### src/inc/saw_pkg.sv
// Constants, types and field decoders for the synchro angle word registers
// How it works
// - Each register loads only on own strobe
// - Four-bit coarse code selects transformer tap
// - Sixteen-bit fine code drives multiplying converter
// - Twenty magnitude bits plus sign selects polarity
// - Hold output across every code transition
// - Angle register drives rear angle output
// - CPU writes sine and cosine control words
// - CPU writes twelve-bit line level code
package saw_pkg;

  localparam int WORD_W = 24;
  localparam int CODE_W = 21;
  localparam int TAP_W = 4;
  localparam int FINE_W = 16;
  localparam int SIN_CTRL_W = 8;
  localparam int COS_CTRL_W = 16;
  localparam int LEVEL_W = 12;
  localparam int CPU_DATA_W = 16;
  localparam int SETTLE_W = 8;

  // Field positions inside a channel word
  localparam int POL_POS = 20;
  localparam int TAP_LSB = 16;
  localparam int FINE_LSB = 0;

  // Reset values
  localparam logic [WORD_W-1:0] WORD_RST = 24'h000000;
  localparam logic [COS_CTRL_W-1:0] CTRL_RST = 16'h0000;
  localparam logic [LEVEL_W-1:0] LEVEL_RST = 12'h000;

  // Settling count used when the supplied count is zero
  localparam logic [SETTLE_W-1:0] SETTLE_MIN = 8'h01;

  typedef enum logic [1:0]
  {
    SAW_IDLE = 2'b00,
    SAW_ARM = 2'b01,
    SAW_SETTLE = 2'b10
  } saw_state_t;

  function automatic logic chan_pol(input logic [WORD_W-1:0] w);
    chan_pol = w[POL_POS];
  endfunction

  function automatic logic [TAP_W-1:0] chan_tap(input logic [WORD_W-1:0] w);
    chan_tap = w[TAP_LSB +: TAP_W];
  endfunction

  function automatic logic [FINE_W-1:0] chan_fine(input logic [WORD_W-1:0] w);
    chan_fine = w[FINE_LSB +: FINE_W];
  endfunction

  function automatic logic [CODE_W-1:0] chan_code(input logic [WORD_W-1:0] w);
    chan_code = w[CODE_W-1:0];
  endfunction

endpackage

### src/inc/saw_chan_if.sv
// Carrier between the register top and one channel sequencer
`timescale 1ns/1ps
interface saw_chan_if;
  import saw_pkg::*;
  logic [WORD_W-1:0] word;
  logic [SETTLE_W-1:0] settle;
  logic polarity;
  logic [TAP_W-1:0] tap;
  logic [FINE_W-1:0] fine;
  logic hold;

  modport ctl
  (
    output word,
    output settle,
    input polarity,
    input tap,
    input fine,
    input hold
  );

  modport chan
  (
    input word,
    input settle,
    output polarity,
    output tap,
    output fine,
    output hold
  );
endinterface

### src/design/saw_top.sv
// Angle word holding registers, CPU control registers and two channel sequencers
`timescale 1ns/1ps
module saw_top
  import saw_pkg::*;
(
  // Clock and reset
  input wire logic CORE_CLK,
  input wire logic RST,
  // Angle processor result bus and load strobes
  input wire logic [saw_pkg::WORD_W-1:0] ANGLE_PROC_WORD,
  input wire logic SINE_LOAD_N,
  input wire logic COSINE_LOAD_N,
  input wire logic ANGLE_LOAD_N,
  // CPU data lines and write strobes
  input wire logic [saw_pkg::CPU_DATA_W-1:0] CPU_DATA_LINES,
  input wire logic SIN_CTRL_WR_N,
  input wire logic COS_CTRL_WR_N,
  input wire logic LEVEL_WR_N,
  // Track-and-hold settling length in clocks
  input wire logic [saw_pkg::SETTLE_W-1:0] SETTLE_COUNT,
  // Sine channel drive
  output logic SIN_POLARITY,
  output logic [saw_pkg::TAP_W-1:0] SIN_TAP_SEL,
  output logic [saw_pkg::FINE_W-1:0] SIN_FINE_CODE,
  output logic SIN_HOLD,
  // Cosine channel drive
  output logic COS_POLARITY,
  output logic [saw_pkg::TAP_W-1:0] COS_TAP_SEL,
  output logic [saw_pkg::FINE_W-1:0] COS_FINE_CODE,
  output logic COS_HOLD,
  // Rear angle output
  output logic [saw_pkg::WORD_W-1:0] ANGLE_OUT,
  // Control and level codes
  output logic [saw_pkg::SIN_CTRL_W-1:0] SIN_CTRL_OUT,
  output logic [saw_pkg::COS_CTRL_W-1:0] COS_CTRL_OUT,
  output logic [saw_pkg::LEVEL_W-1:0] LEVEL_CODE
);
  import saw_pkg::*;

  localparam int NCHAN = 2;

  // Processor side synchronisers
  logic [WORD_W-1:0] word_s1;
  logic [WORD_W-1:0] word_s2;
  logic [2:0] pstb_s1;
  logic [2:0] pstb_s2;

  // CPU side synchronisers
  logic [CPU_DATA_W-1:0] cpu_s1;
  logic [CPU_DATA_W-1:0] cpu_s2;
  logic [2:0] cstb_s1;
  logic [2:0] cstb_s2;

  // Holding registers
  logic [WORD_W-1:0] sine_word;
  logic [WORD_W-1:0] cosine_word;
  logic [WORD_W-1:0] angle_word;

  // Decoded load enables, active high
  wire sine_ld = ~pstb_s2[0];
  wire cosine_ld = ~pstb_s2[1];
  wire angle_ld = ~pstb_s2[2];
  wire sctrl_wr = ~cstb_s2[0];
  wire cctrl_wr = ~cstb_s2[1];
  wire level_wr = ~cstb_s2[2];

  // Both pin groups come from foreign clocks, so every bit passes two flops
  always_ff @(posedge CORE_CLK)
  begin
    if (RST)
    begin
      word_s1 <= WORD_RST;
      word_s2 <= WORD_RST;
    end
    else
    begin
      word_s1 <= ANGLE_PROC_WORD;
      word_s2 <= word_s1;
    end
  end

  // Strobes idle high, so reset parks them inactive
  always_ff @(posedge CORE_CLK)
  begin
    if (RST)
    begin
      pstb_s1 <= 3'h7;
      pstb_s2 <= 3'h7;
    end
    else
    begin
      pstb_s1 <= {ANGLE_LOAD_N, COSINE_LOAD_N, SINE_LOAD_N};
      pstb_s2 <= pstb_s1;
    end
  end

  always_ff @(posedge CORE_CLK)
  begin
    if (RST)
    begin
      cpu_s1 <= CTRL_RST;
      cpu_s2 <= CTRL_RST;
    end
    else
    begin
      cpu_s1 <= CPU_DATA_LINES;
      cpu_s2 <= cpu_s1;
    end
  end

  always_ff @(posedge CORE_CLK)
  begin
    if (RST)
    begin
      cstb_s1 <= 3'h7;
      cstb_s2 <= 3'h7;
    end
    else
    begin
      cstb_s1 <= {LEVEL_WR_N, COS_CTRL_WR_N, SIN_CTRL_WR_N};
      cstb_s2 <= cstb_s1;
    end
  end

  // Data and strobe share the same delay; data must stay put while strobe low
  // Shared word lands only in the register whose strobe is low
  always_ff @(posedge CORE_CLK)
  begin
    if (RST)
      sine_word <= WORD_RST;
    else if (sine_ld)
      sine_word <= word_s2;
  end

  always_ff @(posedge CORE_CLK)
  begin
    if (RST)
      cosine_word <= WORD_RST;
    else if (cosine_ld)
      cosine_word <= word_s2;
  end

  // Angle word is held and driven out unchanged
  always_ff @(posedge CORE_CLK)
  begin
    if (RST)
      angle_word <= WORD_RST;
    else if (angle_ld)
      angle_word <= word_s2;
  end

  assign ANGLE_OUT = angle_word;

  // Sine control uses the low byte, cosine control the full word
  always_ff @(posedge CORE_CLK)
  begin
    if (RST)
      SIN_CTRL_OUT <= CTRL_RST[SIN_CTRL_W-1:0];
    else if (sctrl_wr)
      SIN_CTRL_OUT <= cpu_s2[SIN_CTRL_W-1:0];
  end

  always_ff @(posedge CORE_CLK)
  begin
    if (RST)
      COS_CTRL_OUT <= CTRL_RST;
    else if (cctrl_wr)
      COS_CTRL_OUT <= cpu_s2[COS_CTRL_W-1:0];
  end

  // Line-to-line level takes data lines 0 to 11
  always_ff @(posedge CORE_CLK)
  begin
    if (RST)
      LEVEL_CODE <= LEVEL_RST;
    else if (level_wr)
      LEVEL_CODE <= cpu_s2[LEVEL_W-1:0];
  end

  // Per-channel sequencers; index 0 is sine, 1 is cosine
  logic [WORD_W-1:0] chan_word [NCHAN];
  logic chan_pol_o [NCHAN];
  logic [TAP_W-1:0] chan_tap_o [NCHAN];
  logic [FINE_W-1:0] chan_fine_o [NCHAN];
  logic chan_hold_o [NCHAN];

  assign chan_word[0] = sine_word;
  assign chan_word[1] = cosine_word;

  // Each channel follows its held word; real-time rewrites just restart a hold
  generate
    for (genvar g = 0; g < NCHAN; g++)
    begin : g_chan
      saw_chan_if cif ();

      assign cif.word = chan_word[g];
      assign cif.settle = SETTLE_COUNT;
      assign chan_pol_o[g] = cif.polarity;
      assign chan_tap_o[g] = cif.tap;
      assign chan_fine_o[g] = cif.fine;
      assign chan_hold_o[g] = cif.hold;

      saw_chan u_chan
      (
        .clk(CORE_CLK),
        .rst(RST),
        .bus(cif.chan)
      );
    end
  endgenerate

  // Drive codes straight from the sequencer flops
  assign SIN_POLARITY = chan_pol_o[0];
  assign SIN_TAP_SEL = chan_tap_o[0];
  assign SIN_FINE_CODE = chan_fine_o[0];
  assign SIN_HOLD = chan_hold_o[0];
  assign COS_POLARITY = chan_pol_o[1];
  assign COS_TAP_SEL = chan_tap_o[1];
  assign COS_FINE_CODE = chan_fine_o[1];
  assign COS_HOLD = chan_hold_o[1];

endmodule // saw_top

### src/design/saw_chan.sv
// Channel sequencer: splits a held word and masks code changes with track-and-hold
`timescale 1ns/1ps
module saw_chan
  import saw_pkg::*;
(
  // Clock and reset
  input wire logic clk,
  input wire logic rst,
  // Word in, drive codes out
  saw_chan_if.chan bus
);

  saw_state_t state;
  saw_state_t next_state;
  logic [WORD_W-1:0] pending;
  logic [SETTLE_W-1:0] cnt;
  logic [CODE_W-1:0] applied;

  wire [CODE_W-1:0] word_code = chan_code(bus.word);
  wire changed_idle = (word_code != applied);
  wire changed_hold = (word_code != chan_code(pending));
  wire [SETTLE_W-1:0] settle_eff = (bus.settle == '0) ? SETTLE_MIN : bus.settle;
  wire settle_done = (cnt == SETTLE_MIN);

  assign applied = {bus.polarity, bus.tap, bus.fine};

  always_comb
  begin
    next_state = state;
    unique case (state)
      SAW_IDLE:
        if (changed_idle)
          next_state = SAW_ARM;
      SAW_ARM:
        next_state = SAW_SETTLE;
      SAW_SETTLE:
        if (changed_hold)
          next_state = SAW_ARM;
        else if (settle_done)
          next_state = SAW_IDLE;
      default:
        next_state = SAW_IDLE;
    endcase
  end

  always_ff @(posedge clk)
  begin
    if (rst)
      state <= SAW_IDLE;
    else
      state <= next_state;
  end

  // Hold rises one clock before the new code reaches the outputs
  always_ff @(posedge clk)
  begin
    if (rst)
      bus.hold <= 1'b0;
    else if (state == SAW_IDLE && changed_idle)
      bus.hold <= 1'b1;
    else if (state == SAW_SETTLE && !changed_hold && settle_done)
      bus.hold <= 1'b0;
  end

  // A change during settling restarts the window rather than slipping through
  always_ff @(posedge clk)
  begin
    if (rst)
      pending <= WORD_RST;
    else if ((state == SAW_IDLE && changed_idle) || (state == SAW_SETTLE && changed_hold))
      pending <= bus.word;
  end

  // Split into sign, coarse tap and fine code
  always_ff @(posedge clk)
  begin
    if (rst)
    begin
      bus.polarity <= 1'b0;
      bus.tap <= '0;
      bus.fine <= '0;
    end
    else if (state == SAW_ARM)
    begin
      bus.polarity <= chan_pol(pending);
      bus.tap <= chan_tap(pending);
      bus.fine <= chan_fine(pending);
    end
  end

  // Settling count, reloaded each time a code is applied
  always_ff @(posedge clk)
  begin
    if (rst)
      cnt <= SETTLE_MIN;
    else if (state == SAW_ARM)
      cnt <= settle_eff;
    else if (state == SAW_SETTLE && !settle_done)
      cnt <= cnt - SETTLE_MIN;
  end

endmodule // saw_chan

### config.mk
export PLATFORM = sky130hd
export DESIGN_NAME = saw_top
export DESIGN_NICKNAME = d
export VERILOG_FILES = /design/src/inc/saw_pkg.sv /design/src/inc/saw_chan_if.sv /design/src/design/saw_top.sv /design/src/design/saw_chan.sv
export SDC_FILE = /design/constraint.sdc
export NUM_CORES = 1
export LEC_CHECK = 0
export ABC_AREA = 0
export ABC_CLOCK_PERIOD_IN_PS = 2340
export BUFFER_PORTS_ARGS = -buffer_cell sky130_fd_sc_hd__buf_2
export CAP_MARGIN = 30
export CORE_MARGIN = 2
export CORE_UTILIZATION = 57
export DETAILED_ROUTE_END_ITERATION = 16
export GPL_TIMING_DRIVEN = 0
export PLACE_DENSITY = 0.79
export SLEW_MARGIN = 20
export SYNTH_ARGS = -nofsm -noshare
export SYNTH_HDL_FRONTEND = slang
export SYNTH_SLANG_ARGS = --single-unit
export TNS_END_PERCENT = 50
### constraint.sdc
create_clock -name CORE_CLK -period 2.34 [get_ports CORE_CLK]
set_clock_uncertainty 0.2 [all_clocks]
set_input_delay 0.468 -clock CORE_CLK [delete_from_list [all_inputs] [get_ports CORE_CLK]]
set_output_delay 0.468 -clock CORE_CLK [all_outputs]
set_load 0.02 [all_outputs]
Yosys cells after proc, flatten, opt, wreduce, memory -nomap -nowiden
Cells that the tools add are included.
- register bits: 300
- bits of input ports: 56
- output and inout port bits: 104
- logic and storage cells: 86
- add/sub/neg operators: 2
- equal/unequal tests: 14
- multiplexer cells: 17
- reduce and logical (&&, ||, !) cells: 25
- operators with widths (operator ; count):
    inequality test 21 bit ; 4
    2-to-1 mux 8 bit ; 5
    == test 8 x 1 -> 1 bit, second input constant ; 2
    subtractor 8 x 1 -> 8 bit, second input constant ; 2
    2-to-1 mux 2 bit ; 6
    one-hot mux 2 bit (3 select lines) ; 2
    logical AND 1 bit ; 10
    zero test 8 bit ; 1
    nonzero test 2 bit ; 4
    inequality test 3 x 1 -> 1 bit, second input constant ; 2
    == test 2 x 1 -> 1 bit, second input constant ; 2
    == test 2 bit, second input constant ; 2
    zero test 1 bit ; 4
    zero test 2 bit ; 2
    2-to-1 mux 1 bit ; 4
    inequality test 2 x 1 -> 1 bit, second input constant ; 2
    AND reduction 2 bit ; 2
    logical OR 1 bit ; 2

Depth between registers and ports, before layout
- word-level depth: 6
- depth in mapped cells: 8
- depth with buffers taken out: 8

Cells and area by module
Synthesis repeated with hierarchy kept, for this count alone.
- cell total of the unflattened synthesis: 1177
- area total of the unflattened synthesis: 11876.4 µm²
- modules (own cells, without submodules) (module ; times used ; cells an instance ; area an instance (µm²) ; sequential area each (µm²)):
    saw_top ; 1 ; 543 ; 6391.1 ; 4003.8
    saw_chan ; 2 ; 317 ; 2742.6 ; 1061.0

Least setup slack after synthesis
OpenSTA, ideal clock, no wires.
- path type: register -> register
- from: reg g_chan[1].u_chan.cnt[1]
- to: reg g_chan[1].u_chan.cnt[5]
- library setup time: 70 ps
- arrival time: 1719 ps
- required time: 2070 ps
- slack: 351 ps
- cell stages (with the launch flop): 9
- path buffers: 0
- period minus slack after synthesis: 1989 ps
- cells stage by stage: dfxtp_1 > inv_1 > ha_1 > nor3b_1 > a21oi_2 > nand3_2 > nor4_1 > mux2_2 > a21oi_1
- cells in the longest elaborated chain, start to end: 4
- elaborated cells between the ends (all ways): 7
- classes of those cells: add/sub (1); eq/ne (1); mux (2); reduce/logical (3)
- RTL lines (element ; line ; source):
    start, declared ; saw_chan.sv:16 ; logic [SETTLE_W-1:0] cnt;
    start signal, assigned ; saw_chan.sv:97 ; cnt <= settle_eff;
    start signal, assigned ; saw_chan.sv:99 ; cnt <= cnt - SETTLE_MIN;
    parallel branches: the longest is 4 deep, another holds subtractor 8 x 1 -> 8 bit ; - ;
Several ways; the timed one is not identified. The select of a mux whose other input is x is not followed.
A chain may end at the register's enable or synchronous reset.

Worst setup path in the final report
- from: reg g_chan[0].u_chan.pending[19]
- to: reg g_chan[0].u_chan.pending[19]
- cells in the longest elaborated chain, start to end: 3
- RTL lines (element ; line ; source):
    start, declared ; saw_chan.sv:15 ; logic [WORD_W-1:0] pending;
    start signal, assigned ; saw_chan.sv:71 ; pending <= bus.word;
    inequality test 21 bit ; saw_chan.sv:21 ; wire changed_hold = (word_code != chan_code(pending));
    logical AND 1 bit ; saw_chan.sv:70 ; else if ((state == SAW_IDLE && changed_idle) || (state == SAW_SETTLE && changed_hold))
    logical OR 1 bit ; saw_chan.sv:70 ;
No other way between the ends.

==> impl_metrics.sql <==
INSERT INTO impl_metrics (metric_group, metric, value, unit) VALUES
('setup_path', 'criticalPathCategory', 'reg2reg', ''),
('layout', 'area.growth.synth_to_final', '23.6', '%'),
('detailed_routing', 'drcViolationCount', '0', ''),
('clock_tree', 'root_buffer', 'clkbuf_16', ''),
('placement', 'final_weighted_congestion_in_routability_driven_placement', '0.881', ''),
('layout', 'nets', '1462', ''),
('floorplanning', 'horizontal_extent_of_the_die', '146', 'µm'),
('clock_tree', 'clock_tree.buffer_depth', '3', ''),
('setup_path', 'arrival', '2.55', 'ns'),
('layout', 'drive_gt1_frac', '0.185', ''),
('detailed_routing', 'routed_wire_length_per_instance', '17.5', 'µm'),
('global_route', 'track_usage', '0.270', ''),
('global_route', 'grt_pass1_wl', '46.2', 'mm'),
('yosys', 'synth_top_flop_cell', 'dfxtp_1', ''),
('min_path', 'min_path_type', 'in2reg', ''),
('floorplanning', 'placeableCoreArea', '19600', 'µm²'),
('setup_path', 'timing.critical_path.from', 'g_chan[0].u_chan.pending[19]', ''),
('timing', 'final_hold_violating_endpoints', '0', ''),
('yosys', 'synthTopCellsByCount', 'dfxtp_1 (300), mux2i_1 (144), nor2_1 (120)', ''),
('yosys', 'netlist.area_leader.share', '0.525', ''),
('clock_tree', 'clock_sinks', '300', ''),
('yosys', 'synth-warning-count', '0', ''),
('yosys', 'synth_edf_count', '0', ''),
('timing', 'setup_violations', '0', ''),
('floorplanning', 'design.die.area', '21200', 'µm²'),
('clock_tree', 'path_clk_slew', '0.07', 'ns'),
('flow_run', 'timing.max_cap.violations', '0', ''),
('detailed_routing', 'number_of_drc_violations_after_detailed_routing_iteration_0', '409', ''),
('global_route', 'grt_pass1_vias', '8758', ''),
('floorplanning', 'effective_utilization_at_floorplan', '0.584', ''),
('timing', 'fmaxAchievable', '0.436', 'GHz'),
('yosys', 'syn_std_cell_area', '11400', 'µm²'),
('floorplanning', 'placement_rows', '51', ''),
('floorplanning', 'die_h', '146', 'µm'),
('yosys', 'post-synth-top-count-cell', 'dfxtp_1', ''),
('setup_path', 'r2r_start', 'g_chan[0].u_chan.pending[19]', ''),
('timing', 'rsz0062_at_grt', 'yes', ''),
('setup_path', 'worst_path_largest_cell_delay', '0.35', 'ns'),
('power_and_ir_drop', 'power_density', '811', 'nW/µm²'),
('yosys', 'synth-async-reset-ratio', '0', ''),
('power_and_ir_drop', 'power.leakage', '6.61', 'nW'),
('timing', 'timing_worst_slew_pin_value', '0.825', 'ns'),
('clock_tree', 'clk_latency', '0.54', 'ns'),
('layout', 'antenna_cells_inserted', '0', ''),
('clock_tree', 'tritoncts', 'yes', ''),
('clock_tree', 'cts-buffers-inserted', '29', ''),
('global_route', 'remaining_overflow_grt', '0', ''),
('setup_path', 'crit_path_frequent_cell', 'nand4_1', ''),
('yosys', 'yosys.area.top_type', 'dfxtp_1', ''),
('yosys', 'netlist_top_cells_area', 'dfxtp_1 (52%), mux2i_1 (13%), nand2b_1 (4.8%)', ''),
('detailed_routing', 'routed_wirelength', '29.5', 'mm'),
('layout', 'utilization', '0.722', ''),
('placement', 'post-dp-hpwl', '19.7', 'mm'),
('detailed_routing', 'drt_pass1_iterations', '5', ''),
('global_route', 'grt_max_degree', '15', ''),
('yosys', 'synth.ff_latch_count', '300', ''),
('yosys', 'ys_seq_area_frac', '0.525', ''),
('detailed_routing', 'vias_per_cell', '5.28', ''),
('setup_path', 'critical_path_endpoint_category', 'flip-flop', ''),
('timing', 'relSlewSlack', '0.450', ''),
('run_status', 'outcome', 'finished, final reports clean', ''),
('setup_path', 'peak_fanout_along_the_critical_path', '10', ''),
('setup_path', 'timing.critical_path.to', 'g_chan[0].u_chan.pending[19]', ''),
('timing', 'period_needed', '2.29', 'ns'),
('detailed_routing', 'detail-route-antenna-nets', '0', ''),
('floorplanning', 'ios', '160', ''),
('timing', 'report.final.slew_viol_count', '0', ''),
('yosys', 'synth_cell_types', '44', ''),
('yosys', 'synth_net_count', '1212', ''),
('global_route', 'grt_antenna_before_repair', '0', ''),
('setup_path', 'path_cells', 'xnor2_1 > nand4_1 > nor4_2 > nand4_1 > a22oi_2 > buf_6 > mux2i_1', '');
layout make-up:
type / instances / area, µm²
well taps: 265 / 332
plain buffers: 67 / 293
clock buffers: 40 / 837
multi-input cells: 781 / 5130
repair buffers: 219 / 1370
inverters: 4 / 15.0
clock inverters: 9 / 148
flip-flops and latches: 300 / 6020
fillers: 1391 / 5440
kinds of logic after synthesis:
logic type      Yosys count  share of synthesized area
compound gates           81                     0.0445
xor+xnor                 84                     0.0643
fa+ha+maj                 4                    0.00437
buf+inv                  71                     0.0267
flops                   300                      0.525
mux                     146                      0.128
simple gates            466                      0.208
worst min path at each step:
stage | startpoint | end | slack (ns) | cells after the start
4_1_cts | SETTLE_COUNT[4] | g_chan[0].u_chan.cnt[4] | 0.004 | 3
3_3_place_gp | pstb_s1[0] | pstb_s2[0] | 0.20 | 1
6_report | SETTLE_COUNT[4] | g_chan[1].u_chan.cnt[4] | 0.009 | 3
2_1_floorplan | cstb_s1[0] | cstb_s2[0] | 0.19 | 1
3_5_place_dp | cstb_s1[0] | cstb_s2[0] | 0.19 | 1
5_1_grt | SETTLE_COUNT[3] | g_chan[1].u_chan.cnt[3] | 0.02 | 3
worst max-delay path: cells and delay by family (launching register included):
kind / cells / cell delay (ns)
buffers and inverters: 1 / 0.23
AND/OR/NAND/NOR: 3 / 0.71
multiplexers: 1 / 0.22
AO/OA/AOI/OAI: 1 / 0.28
XOR/XNOR: 1 / 0.23
flip-flops: 1 / 0.34
where the power goes:
group	switching [mW]	internal (mW)	total [mW]
sequential	0.125	5.26	5.39
clock	1.91	2.91	4.82
combinational	0.704	0.558	1.26
metrics by stage:
step	TNS, ns	setup slack, ns	instance area, µm²	std cells
finish	0	0.0489	14200	1685
global route	-0.0961	-0.0304	14200	1685
CTS	0	0.0141	14000	1673
detailed placement	-54.26	-0.498	12600	1575
global placement	-52.04	-0.470	12600	1575
floorplan	0	0.351	11400	1152
repair_timing:
item	4_1_cts	5_1_grt
buffers inserted	1	12
endpoints found under the hold margin	50	0
gates resized for setup	2	18
hold buffers	48	0
endpoints found under the setup margin	20	73
pin swaps	2	8
sequential cells by signal, indices dropped and copies added (netlist names), 21 cells and up:
name                    flops
g_chan.u_chan.bus.fine     32
word_s2                    24
g_chan.u_chan.pending      42
ANGLE_OUT                  24
g_chan.cif.word            21
cosine_word                21
word_s1                    24
per-layer routing:
metal | up-vias | GRT usage | routed length, µm | share of wire
met5 | - | 0 | 0 | 0
met4 | 0 | 0.0843 | 756 | 0.026
met3 | 58 | 0.0571 | 2060 | 0.070
met2 | 308 | 0.465 | 14200 | 0.48
met1 | 4240 | 0.340 | 12400 | 0.42
li1 | 4293 | - | - | -
layout by cell type, fill, tap and decap left out, types with 3 or more instances in the layout:
cell type / instances
dfxtp_2: 15
ha_1: 4
mux2i_1: 144
clkbuf_1: 55
clkbuf_16: 29
nor4_1: 11
nor4_2: 4
buf_1: 9
buf_4: 13
xor2_1: 34
xnor2_1: 50
nand3_1: 4
or2b_1: 3
nor2_1: 120
or2_2: 12
nand2b_1: 87
a21oi_1: 51
dfxtp_1: 285
nand4_1: 14
buf_2: 159
nor3_1: 9
a221oi_1: 6
nor2b_1: 84
nand2_1: 108
dlygate4sd3_1: 48
clkbuf_8: 7
clkinv_2: 4
a31oi_1: 4
bufinv_16: 4
inv_1: 4
Power figures use the tool's default switching activity.
